==> src/include/status_packer_defines.vh <==
// Purpose: Constants for the servo status word packer
// Assumes: Byte addresses on a 32-bit register port
// Notes:   Bit positions are within each 32-bit word
`ifndef STATUS_PACKER_DEFINES_VH
`define STATUS_PACKER_DEFINES_VH

`define ADDR_W           8
`define OFS_WARN         8'h00
`define OFS_LIN          8'h04
`define OFS_LIN_EXT      8'h08
`define OFS_LOUT         8'h0C
`define OFS_LOUT_EXT     8'h10
`define OFS_HOST_POS     8'h14
`define OFS_CMD_POS      8'h18
`define OFS_DEVIATION    8'h1C
`define OFS_CTRL         8'h20
`define OFS_IRQ_STAT     8'h24
`define OFS_IRQ_MASK     8'h28

// Warning word: byte 12 in bits 7:0, byte 13 in 15:8, byte 14 in 23:16
`define WB_OVERLOAD      7
`define WB_FAN_LOCK      6
`define WB_REGEN         5
`define WB_BATTERY       0
`define WB_MAIN_OFF      12
`define WB_UPD_CNT       11
`define WB_CUM_COMM      10
`define WB_CONT_COMM     9
`define WB_SCALE_ERR     8
`define WB_SCALE_COMM    20
`define WB_OSC_DET       19
`define WB_ENC_COMM      18
`define WB_ENC_HOT       17
`define WB_LIFETIME      16

// Logical input word
`define LI_ESTOP         7
`define LI_POS_INHIBIT   3
`define LI_NEG_INHIBIT   2
`define LI_SERVO_ON      0
`define LI_SAFETY_TWO    28
`define LI_SAFETY_ONE    27

// Logical input word, extended
`define LX_NEAR_HOME     4
`define LX_LATCH_LSB     0
`define LX_GP_MON_LSB    18

// Logical output word
`define LO_LOW_LSB       0
`define LO_SPEED_REACHED 9
`define LO_SERVO_ON_N    15
`define LO_HIGH_LSB      16
`define LO_NET_OP_LSB    24

// Logical output word, extended
`define LOX_SYNC_DONE    9

// Control register
`define CTRL_SERVO_ON    0
`define CTRL_MODE_LSB    1
`define MODE_POSITION    2'h0
`define MODE_VELOCITY    2'h1
`define MODE_TORQUE      2'h2

// Interrupt status bits
`define IRQ_WARN         0
`define IRQ_ALARM        1
`define IRQ_SYNC_LOST    2
`define IRQ_INHIBIT      3
`define IRQ_W            4

`define ZERO32           32'h0000_0000
`define CTRL_RESET       3'h0
`endif

==> src/logic/servo_status_word_packer.v <==
// Purpose: Packs warning bytes and logical I/O monitor words for the host
// Assumes: Flag inputs are asynchronous levels; positions share sys_clk_in
// Notes:   Registers on a plain strobe port, read data one cycle later
//
// Notes on behaviour
// Bytes 12,13 carry overload, fan, regen, battery, power, counter, comm
// Byte 14 bits 4..0 carry scale, oscillation, encoder, lifetime flags
// Servo off, velocity or torque mode: command position tracks motor
// Deviation undefined in those states; host must not rely on it
// Input word: bit7 e-stop, 3/2 inhibits, 0 servo-on, 28/27 safety
// Input bit 0 is the internal servo-on command, not the pin
// Extended input: bit4 near home, 2..0 latches, 22..18 monitors
// Output low half: bits 6..0 status, bit 9 speed_reached_in, bit 15
// Output bits 23..16 status flags, 25..24 network operation outputs
// Output bit 15 reads 0 with servo on, 1 with servo off
// Extended output: bit 9 link synchronisation complete
// All unused bit positions read as zero
`timescale 1ns/1ps
`include "status_packer_defines.vh"
module servo_status_word_packer #(
    parameter POS_W = 32
) (
    input  wire              sys_clk_in,
    input  wire              reset_n_in,
    input  wire [`ADDR_W-1:0] addr_in,
    input  wire [31:0]       wr_data_in,
    input  wire              wr_en_in,
    input  wire              rd_en_in,
    output reg  [31:0]       rd_data_out,
    output reg               irq_out,
    output reg               servo_on_cmd_out,
    output reg  [POS_W-1:0]  cmd_position_out,
    input  wire [3:0]        warn_byte12_in,
    input  wire [4:0]        warn_byte13_in,
    input  wire [4:0]        warn_byte14_in,
    input  wire              estop_in,
    input  wire              positive_drive_inhibit_in,
    input  wire              negative_drive_inhibit_in,
    input  wire              safety_in_one_in,
    input  wire              safety_in_two_in,
    input  wire              near_home_in,
    input  wire [2:0]        latch_in,
    input  wire [4:0]        gp_monitor_in,
    input  wire [6:0]        out_low_in,
    input  wire              speed_reached_in,
    input  wire [7:0]        out_high_in,
    input  wire [1:0]        net_operation_in,
    input  wire              link_sync_done_in,
    input  wire [POS_W-1:0]  actual_position_in
);
    localparam SYNC_W = 4 + 5 + 5 + 5 + 1 + 3 + 5 + 7 + 1 + 8 + 2 + 1;

    wire [SYNC_W-1:0] raw_flags;
    wire [SYNC_W-1:0] sync_flags;

    wire [3:0] w12;
    wire [4:0] w13;
    wire [4:0] w14;
    wire       estop_s;
    wire       pos_inh_s;
    wire       neg_inh_s;
    wire       safety_one_s;
    wire       safety_two_s;
    wire       near_home_s;
    wire [2:0] latch_s;
    wire [4:0] gp_mon_s;
    wire [6:0] out_low_s;
    wire       speed_reached_s;
    wire [7:0] out_high_s;
    wire [1:0] net_op_s;
    wire       sync_done_s;

    reg  [POS_W-1:0] host_pos_reg;
    reg  [2:0]       ctrl_reg;
    reg  [POS_W-1:0] deviation_reg;
    reg  [31:0]      warn_word_reg;
    reg  [31:0]      lin_word_reg;
    reg  [31:0]      lin_ext_word_reg;
    reg  [31:0]      lout_word_reg;
    reg  [31:0]      lout_ext_word_reg;
    reg  [`IRQ_W-1:0] irq_stat_reg;
    reg  [`IRQ_W-1:0] irq_stat_next;
    reg  [`IRQ_W-1:0] irq_mask_reg;
    reg  [`IRQ_W-1:0] irq_event;
    reg  [31:0]      warn_word_next;
    reg  [31:0]      lin_word_next;
    reg  [31:0]      lin_ext_word_next;
    reg  [31:0]      lout_word_next;
    reg  [31:0]      lout_ext_word_next;
    reg  [31:0]      rd_data_next;

    wire [1:0] mode;
    wire       servo_on_int;
    wire       follow_actual;

    assign raw_flags = {warn_byte12_in, warn_byte13_in, warn_byte14_in,
                        estop_in, positive_drive_inhibit_in,
                        negative_drive_inhibit_in, safety_in_one_in,
                        safety_in_two_in, near_home_in, latch_in,
                        gp_monitor_in, out_low_in, speed_reached_in,
                        out_high_in, net_operation_in, link_sync_done_in};

    // Pins change at any time, so every flag is resampled
    bit_sync #(
        .WIDTH      (SYNC_W)
    ) u_flag_sync (
        .sys_clk_in (sys_clk_in),
        .reset_n_in (reset_n_in),
        .async_in   (raw_flags),
        .sync_out   (sync_flags)
    );

    assign {w12, w13, w14, estop_s, pos_inh_s, neg_inh_s, safety_one_s,
            safety_two_s, near_home_s, latch_s, gp_mon_s, out_low_s,
            speed_reached_s, out_high_s, net_op_s, sync_done_s} = sync_flags;

    assign mode = ctrl_reg[`CTRL_MODE_LSB+1:`CTRL_MODE_LSB];

    // Internal servo-on command
    assign servo_on_int = ctrl_reg[`CTRL_SERVO_ON] & ~estop_s;

    // Follow condition
    assign follow_actual = ~servo_on_int | (mode == `MODE_VELOCITY) |
                           (mode == `MODE_TORQUE);

    always @* begin
        // Unused bits zero
        warn_word_next = `ZERO32;
        // Bytes 12 and 13
        warn_word_next[`WB_OVERLOAD]  = w12[3];
        warn_word_next[`WB_FAN_LOCK]  = w12[2];
        warn_word_next[`WB_REGEN]     = w12[1];
        warn_word_next[`WB_BATTERY]   = w12[0];
        warn_word_next[`WB_MAIN_OFF]  = w13[4];
        warn_word_next[`WB_UPD_CNT]   = w13[3];
        warn_word_next[`WB_CUM_COMM]  = w13[2];
        warn_word_next[`WB_CONT_COMM] = w13[1];
        warn_word_next[`WB_SCALE_ERR] = w13[0];
        // Byte 14 flags
        warn_word_next[`WB_SCALE_COMM] = w14[4];
        warn_word_next[`WB_OSC_DET]    = w14[3];
        warn_word_next[`WB_ENC_COMM]   = w14[2];
        warn_word_next[`WB_ENC_HOT]    = w14[1];
        warn_word_next[`WB_LIFETIME]   = w14[0];

        lin_word_next = `ZERO32;
        // Input word
        lin_word_next[`LI_ESTOP]       = estop_s;
        lin_word_next[`LI_POS_INHIBIT] = pos_inh_s;
        lin_word_next[`LI_NEG_INHIBIT] = neg_inh_s;
        lin_word_next[`LI_SAFETY_TWO]  = safety_two_s;
        lin_word_next[`LI_SAFETY_ONE]  = safety_one_s;
        // Command, not pin
        lin_word_next[`LI_SERVO_ON]    = servo_on_int;

        lin_ext_word_next = `ZERO32;
        // Extended inputs
        lin_ext_word_next[`LX_NEAR_HOME] = near_home_s;
        lin_ext_word_next[`LX_LATCH_LSB+2:`LX_LATCH_LSB] = latch_s;
        lin_ext_word_next[`LX_GP_MON_LSB+4:`LX_GP_MON_LSB] = gp_mon_s;

        lout_word_next = `ZERO32;
        // Low half
        lout_word_next[`LO_LOW_LSB+6:`LO_LOW_LSB] = out_low_s;
        lout_word_next[`LO_SPEED_REACHED]         = speed_reached_s;
        // Active low servo state
        lout_word_next[`LO_SERVO_ON_N]            = ~servo_on_int;
        // Upper status flags
        lout_word_next[`LO_HIGH_LSB+7:`LO_HIGH_LSB]     = out_high_s;
        lout_word_next[`LO_NET_OP_LSB+1:`LO_NET_OP_LSB] = net_op_s;

        lout_ext_word_next = `ZERO32;
        // Sync complete
        lout_ext_word_next[`LOX_SYNC_DONE] = sync_done_s;
    end

    // Events compare against the previous snapshot
    always @* begin
        irq_event = {`IRQ_W{1'b0}};
        irq_event[`IRQ_WARN] = |(warn_word_next & ~warn_word_reg);
        irq_event[`IRQ_ALARM] = out_low_s[1] & ~lout_word_reg[1];
        irq_event[`IRQ_SYNC_LOST] = ~sync_done_s &
                                    lout_ext_word_reg[`LOX_SYNC_DONE];
        irq_event[`IRQ_INHIBIT] =
            (pos_inh_s & ~lin_word_reg[`LI_POS_INHIBIT]) |
            (neg_inh_s & ~lin_word_reg[`LI_NEG_INHIBIT]);
        irq_stat_next = irq_stat_reg;
        if (rd_en_in && addr_in == `OFS_IRQ_STAT) begin
            irq_stat_next = {`IRQ_W{1'b0}};
        end
        // Set wins over the read clear
        irq_stat_next = irq_stat_next | irq_event;
    end

    always @* begin
        rd_data_next = `ZERO32;
        case (addr_in)
            `OFS_WARN:      rd_data_next = warn_word_reg;
            `OFS_LIN:       rd_data_next = lin_word_reg;
            `OFS_LIN_EXT:   rd_data_next = lin_ext_word_reg;
            `OFS_LOUT:      rd_data_next = lout_word_reg;
            `OFS_LOUT_EXT:  rd_data_next = lout_ext_word_reg;
            `OFS_HOST_POS:  rd_data_next[POS_W-1:0] = host_pos_reg;
            `OFS_CMD_POS:   rd_data_next[POS_W-1:0] = cmd_position_out;
            `OFS_DEVIATION: rd_data_next[POS_W-1:0] = deviation_reg;
            `OFS_CTRL:      rd_data_next[2:0] = ctrl_reg;
            `OFS_IRQ_STAT:  rd_data_next[`IRQ_W-1:0] = irq_stat_reg;
            `OFS_IRQ_MASK:  rd_data_next[`IRQ_W-1:0] = irq_mask_reg;
            default:        rd_data_next = `ZERO32;
        endcase
    end

    always @(posedge sys_clk_in) begin
        if (!reset_n_in) begin
            host_pos_reg      <= {POS_W{1'b0}};
            ctrl_reg          <= `CTRL_RESET;
            irq_mask_reg      <= {`IRQ_W{1'b0}};
            irq_stat_reg      <= {`IRQ_W{1'b0}};
            irq_out           <= 1'b0;
            rd_data_out       <= `ZERO32;
            warn_word_reg     <= `ZERO32;
            lin_word_reg      <= `ZERO32;
            lin_ext_word_reg  <= `ZERO32;
            lout_word_reg     <= `ZERO32;
            lout_ext_word_reg <= `ZERO32;
            servo_on_cmd_out  <= 1'b0;
            cmd_position_out  <= {POS_W{1'b0}};
            deviation_reg     <= {POS_W{1'b0}};
        end else begin
            if (wr_en_in) begin
                case (addr_in)
                    `OFS_HOST_POS: host_pos_reg <= wr_data_in[POS_W-1:0];
                    `OFS_CTRL:     ctrl_reg     <= wr_data_in[2:0];
                    `OFS_IRQ_MASK: irq_mask_reg <= wr_data_in[`IRQ_W-1:0];
                    default:       ctrl_reg     <= ctrl_reg;
                endcase
            end
            irq_stat_reg      <= irq_stat_next;
            irq_out           <= |(irq_stat_next & irq_mask_reg);
            rd_data_out       <= rd_en_in ? rd_data_next : `ZERO32;
            warn_word_reg     <= warn_word_next;
            lin_word_reg      <= lin_word_next;
            lin_ext_word_reg  <= lin_ext_word_next;
            lout_word_reg     <= lout_word_next;
            lout_ext_word_reg <= lout_ext_word_next;
            servo_on_cmd_out  <= servo_on_int;
            // Track motor position
            if (follow_actual) begin
                cmd_position_out <= actual_position_in;
            end else begin
                cmd_position_out <= host_pos_reg;
            end
            // Deviation forced to zero when undefined
            if (follow_actual) begin
                deviation_reg <= {POS_W{1'b0}};
            end else begin
                deviation_reg <= host_pos_reg - actual_position_in;
            end
        end
    end
endmodule

==> src/logic/bit_sync.v <==
// Purpose: Two-stage synchroniser for a vector of slow levels
// Assumes: Each bit is an independent level
// Notes:   Stage one is read by stage two only
`timescale 1ns/1ps
module bit_sync #(
    parameter WIDTH = 1
) (
    input  wire             sys_clk_in,
    input  wire             reset_n_in,
    input  wire [WIDTH-1:0] async_in,
    output wire [WIDTH-1:0] sync_out
);
    reg [WIDTH-1:0] meta_reg;
    reg [WIDTH-1:0] stable_reg;

    always @(posedge sys_clk_in) begin
        if (!reset_n_in) begin
            meta_reg   <= {WIDTH{1'b0}};
            stable_reg <= {WIDTH{1'b0}};
        end else begin
            meta_reg   <= async_in;
            stable_reg <= meta_reg;
        end
    end

    assign sync_out = stable_reg;
endmodule

==> config.mk <==
export PLATFORM = sky130hd
export DESIGN_NAME = servo_status_word_packer
export DESIGN_NICKNAME = d
export VERILOG_FILES = /design/src/logic/servo_status_word_packer.v /design/src/logic/bit_sync.v
export VERILOG_INCLUDE_DIRS = /design/src /design/src/include
export SDC_FILE = /design/constraint.sdc
export NUM_CORES = 1
export LEC_CHECK = 0
export ABC_AREA = 1
export BUFFER_PORTS_ARGS = -buffer_cell sky130_fd_sc_hd__buf_2
export CORE_ASPECT_RATIO = 1.4
export CORE_MARGIN = 5
export CORE_UTILIZATION = 50
export DETAILED_ROUTE_END_ITERATION = 8
export PLACE_DENSITY = 0.72
export SLEW_MARGIN = 40
export SYNTH_ARGS = -nofsm -noshare
export SYNTH_HDL_FRONTEND = slang
export SYNTH_SLANG_ARGS = --single-unit
==> constraint.sdc <==
create_clock -name sys_clk_in -period 4.4 [get_ports sys_clk_in]
set_input_delay 0.44 -clock sys_clk_in [delete_from_list [all_inputs] [get_ports sys_clk_in]]
set_output_delay 0.44 -clock sys_clk_in [all_outputs]
set_load 0.01 [all_outputs]
== After elaboration in Yosys (flattened, before gate mapping) ==
Index checks and enable logic that the tools add are counted.
Storage, ports and cells
  register bits: 395
  input port bits: 123
Operators by class
  reductions and logical operators: 9
  add/sub/neg operators: 1
  muxes and demuxes: 5
  equality and inequality tests: 12
  bitwise gates (word level): 19
Operators with widths (number)
  28-bit case mux with 8 select lines: 1
  3-bit case mux with 11 select lines: 1
  21-bit by 32-bit bitwise AND with 32-bit output: 1
  8-bit by 5-bit equality test with 1-bit output, second input constant: 4
  32-bit 2-to-1 mux: 1
  32-bit NOT: 1
  32-bit OR reduction: 1
  32-bit subtractor: 1
  8-bit by 6-bit equality test with 1-bit output, second input constant: 3
  8-bit by 4-bit equality test with 1-bit output, second input constant: 2
  1-bit case mux with 10 select lines: 1
  8-bit by 3-bit equality test with 1-bit output, second input constant: 1
  8-bit zero test: 1
  2-bit AND reduction: 4
  1-bit NOT: 7
  1-bit bitwise AND: 5
  4-bit bitwise AND: 1
  4-bit 2-to-1 mux: 1
  4-bit OR: 1
  4-bit OR reduction: 1
  1-bit OR: 3
  2-bit by 1-bit equality test with 1-bit output, second input constant: 1
  2-bit equality test, second input constant: 1
  2-bit OR reduction: 1
  1-bit logical AND: 1

== Logic depth before layout (Yosys ltp) ==
  word-level depth: 6
  gate-level depth with buffers: 14
  gate-level depth less buffers: 14

== By module ==
Synthesis repeated with hierarchy kept, for this count alone.
Second synthesis, totals
  cell total of the unflattened synthesis: 1709
  area, all modules: 12114.1 sq um
Modules (own cells, without submodules)
  servo_status_word_packer: times used 1, area an instance 9461.6 sq um, cells each 1417
  bit_sync: times used 1, area an instance 2652.5 sq um, cells each 292

== Least setup slack after synthesis ==
No wires, ideal clock.
  kind: input-to-reg
  start point: input actual_position_in[0]
  end point: register deviation_reg[16]
  library setup time: 0.064 ns
  path buffers: 0
  stages on the path: 12
  data required time: 4.336 ns
  path slack: 2.556 ns
  arrival time: 1.780 ns
  cells stage by stage: ha_1 -> fa_1 -> inv_1 -> nand3_1 -> nand3_1 -> nand2_1 -> nand2_1 -> nand2_1 -> nand2_1 -> xor2_1 -> inv_1 -> nor2_1
On the way
  cells in the longest elaborated chain, start to end: 1
RTL lines
  from (decl): line servo_status_word_packer.v:49  | input wire [POS_W-1:0] actual_position_in
  32-bit subtractor: line servo_status_word_packer.v:257  | deviation_reg <= host_pos_reg - actual_position_in;
  to (signal assigned): line servo_status_word_packer.v:228  | deviation_reg <= {POS_W{1'b0}};
  to (signal assigned): line servo_status_word_packer.v:255  | deviation_reg <= {POS_W{1'b0}};
  to (signal assigned): line servo_status_word_packer.v:257
  to (decl): line servo_status_word_packer.v:75  | reg [POS_W-1:0] deviation_reg;
Every way passes these cells.
A chain may end at the register's enable or synchronous reset.

== Worst setup path after layout ==
  start point: input addr_in[1]
  end point: register host_pos_reg[7]
On the way
  cells in the longest elaborated chain, start to end: 2
RTL lines
  from (decl): line servo_status_word_packer.v:25  | input wire [`ADDR_W-1:0] addr_in,
  8-bit by 5-bit equality test with 1-bit output: line servo_status_word_packer.v:231  | case (addr_in)
  2-bit AND reduction (no source line)
  to (signal assigned): line servo_status_word_packer.v:215  | host_pos_reg <= {POS_W{1'b0}};
  to (signal assigned): line servo_status_word_packer.v:232  | `OFS_HOST_POS: host_pos_reg <= wr_data_in[POS_W-1:0];
  to (decl): line servo_status_word_packer.v:73  | reg [POS_W-1:0] host_pos_reg;
Every way passes these cells.

==> impl_metrics.py <==
metrics = {
    "run_status": {
        "outcome": "completed",
    },
    "final_layout": {
        "fin_nets": 2047,
        "fillCellCount": 2316,
        "final_util": 0.586,
        "drive_above_1_share": 0.136,
        "num_antenna_cells": 0,
        "fin_area_mm2": 0.0140,
        "area_growth_syn_to_layout_pct": 15.8,
    },
    "synth": {
        "ys_seq_area_frac": 0.468,
        "yosys_most_used_dff": "dfxtp_1",
        "synth_edf_count": 0,
        "netlist_area_mm2": 0.0121,
        "yosys_warnings": 0,
        "synth_top_area_cell": "dfxtp_1",
        "ys_ff_latch": 283,
        "ys_types": 41,
        "synthCells": 1724,
        "syn-num-nets": 1879,
        "synth_area_leaders": "dfxtp_1, nand2_1, inv_1, a21oi_1, ha_1",
        "yosys-top-cells-count": "nand2_1, inv_1, dfxtp_1, a21oi_1, nor2_1",
        "async_flop_share": 0,
        "synth.most_common_cell": "nand2_1",
        "synth_top_area_frac": 0.468,
        "avgSynthCellArea_um2": 7.02,
    },
    "detailed_routing": {
        "met2_length_um": 17000,
        "vias": 10636,
        "drcViolationCount": 0,
        "wl_um": 33800,
        "dr_wl_met3_um": 2160,
        "routed_via_density": 4.80,
        "wl_met1_um": 13100,
        "first_pass_iters": 5,
        "routed.top_layer": "met4",
        "wire_per_inst_um": 15.3,
        "drt_iter0_drc": 699,
        "ant_nets": 0,
    },
    "clock_network": {
        "tritoncts": "built",
        "htreeDepth": 1,
        "clock-sinks": 283,
        "holdBufCountCts": 0,
        "path_clk_slew_ns": 0.06,
        "cts_resized": 0,
        "cts-root-buf": "clkbuf_16",
        "clk_latency_ns": 0.53,
        "clockBufferDepth": 3,
        "numCtsBuffers": 27,
        "post_cts_buffers": 0,
    },
    "pwr": {
        "switching_share": 0.229,
        "ir_drop_v": 0.000356,
        "p_int_w": 0.00402,
        "comb_power_share": 0.059,
        "leakage_nw": 7.88,
        "p_per_area_mw_per_mm2": 373,
        "p_seq_frac": 0.510,
        "clkPwrFrac": 0.431,
        "switching_power_w": 0.00120,
    },
    "grt": {
        "grt_pass1_wl_um": 53300,
        "grt_max_degree": 105,
        "grt_pass1_vias": 10342,
        "grt_overflow": 0,
        "grt.total_usage": 0.243,
        "antenna_found_initial": 0,
    },
    "setup_path": {
        "crit_arrival_ns": 2.97,
        "startpoint_type": "primary input",
        "critPathMaxFanout": 29,
        "required_ns": 4.81,
        "cp-end-kind": "flip-flop",
        "crit_type": "in2reg",
    },
    "timing": {
        "tns_ns": 0,
        "drv_slew": 0,
        "finalHoldViolations": 0,
        "fin_crit_sh": 0.583,
        "finalCriticalPeriod_ns": 2.57,
        "max_slew_margin": 0.466,
        "setup_viol": 0,
        "rsz0062_at_grt": "false",
        "tightest_slew_ns": 0.800,
        "clock_skew_ns": 0.00909,
        "fmax_mhz": 390,
    },
    "floorplan": {
        "start_util": 0.506,
        "core_mm2": 0.0239,
        "pin_count": 189,
        "die_w_um": 141,
        "die_h_um": 194,
        "rows": 67,
        "dieArea_mm2": 0.0275,
    },
    "place": {
        "hpwl_um": 26000,
        "placed_area_mm2": 0.0132,
        "port_buffers": 188,
        "place_congestion": 0.959,
    },
    "run": {
        "max_cap_violations": 0,
    },
    "min_path": {
        "hold_class": "in2reg",
    },
}
-- final timing paths --
path / end / cells after the start / slack (ns) / from
max: host_pos_reg[7] / 10 / 1.83 / addr_in[1]
min: u_flag_sync.meta_reg[32] / 3 / 0.09 / estop_in
max reg2reg: deviation_reg[30] / 8 / 2.06 / ctrl_reg[1]
min reg2reg: u_flag_sync.sync_out[42] / 2 / 0.40 / u_flag_sync.meta_reg[42]
-- kinds of logic (layout without fill, tap and decap cells) --
group / after synthesis / count (layout) / share of synthesized area
flops: 283 / 283 / 0.468
fa+ha+maj: 32 / 32 / 0.0337
buf+inv: 428 / 610 / 0.142
compound gates: 235 / 235 / 0.105
simple gates: 734 / 734 / 0.243
xor+xnor: 12 / 12 / 0.00869
-- power groups by stage --
| stage | registers [W] | clock network [W] | logic [W] |
|---|---|---|---|
| final | 0.00266 | 0.00225 | 0.000310 |
| after global routing | 0.00267 | 0.00240 | 0.000351 |
| after global placement | 0.00272 | 0 | 0.000305 |
| after detailed placement | 0.00272 | 0 | 0.000309 |
| after floorplan | 0.00272 | 0 | 0.000171 |
| after CTS | 0.00266 | 0.00229 | 0.000311 |
-- cell type report --
| cell class | count | area (um2) | area share |
|---|---|---|---|
| inverters | 375 | 1410 | 0.100 |
| repair buffers | 192 | 981 | 0.0700 |
| well taps | 310 | 388 | 0.0277 |
| clock inverters | 11 | 133 | 0.00947 |
| clock buffers | 32 | 714 | 0.0510 |
| multi-input cells | 1013 | 4720 | 0.337 |
| flip-flops and latches | 283 | 5670 | 0.404 |
-- worst max-delay path: stages --
cell	delay (ns)
buf_2	0.11
nor2_2	0.13
nand3_1	0.17
inv_1	0.16
nand2_4	0.21
inv_2	0.45
nand2_1	0.59
buf_4	0.44
o21ai_0	0.19
a21oi_1	0.06
-- metrics by stage --
| step | setup slack [ns] | hold WS, ns | power (W) | instances |
|---|---|---|---|---|
| finish | 1.83 | 0.0857 | 0.00522 | 2216 |
| global route | 1.62 | 0.0828 | 0.00542 | 2216 |
| CTS | 1.88 | 0.0706 | 0.00526 | 2216 |
| detailed placement | 1.33 | 0.396 | 0.00303 | 2173 |
| global placement | 1.46 | 0.392 | 0.00302 | 2173 |
| floorplan | 2.56 | 0.390 | 0.00289 | 1724 |
-- metal layers --
layer | GRT usage | up-vias
met5 | 0 | -
met4 | 0.105 | 0
met3 | 0.0382 | 80
met2 | 0.439 | 354
met1 | 0.281 | 4703
li1 | - | 5499
-- layout by cell type, fill, tap and decap left out, types with 5 or more instances in the layout --
cell type  count
dfxtp_1      283
o211ai_1       7
nand3_1       58
xor2_1        12
clkbuf_16     27
nor3_1         5
nor2_1        94
o21ai_0       67
inv_1        365
inv_2          8
buf_2        187
a21oi_1      136
o21ai_1        9
nand2_1      555
ha_1          31
Note: power is estimated with default switching activity, not from simulation.
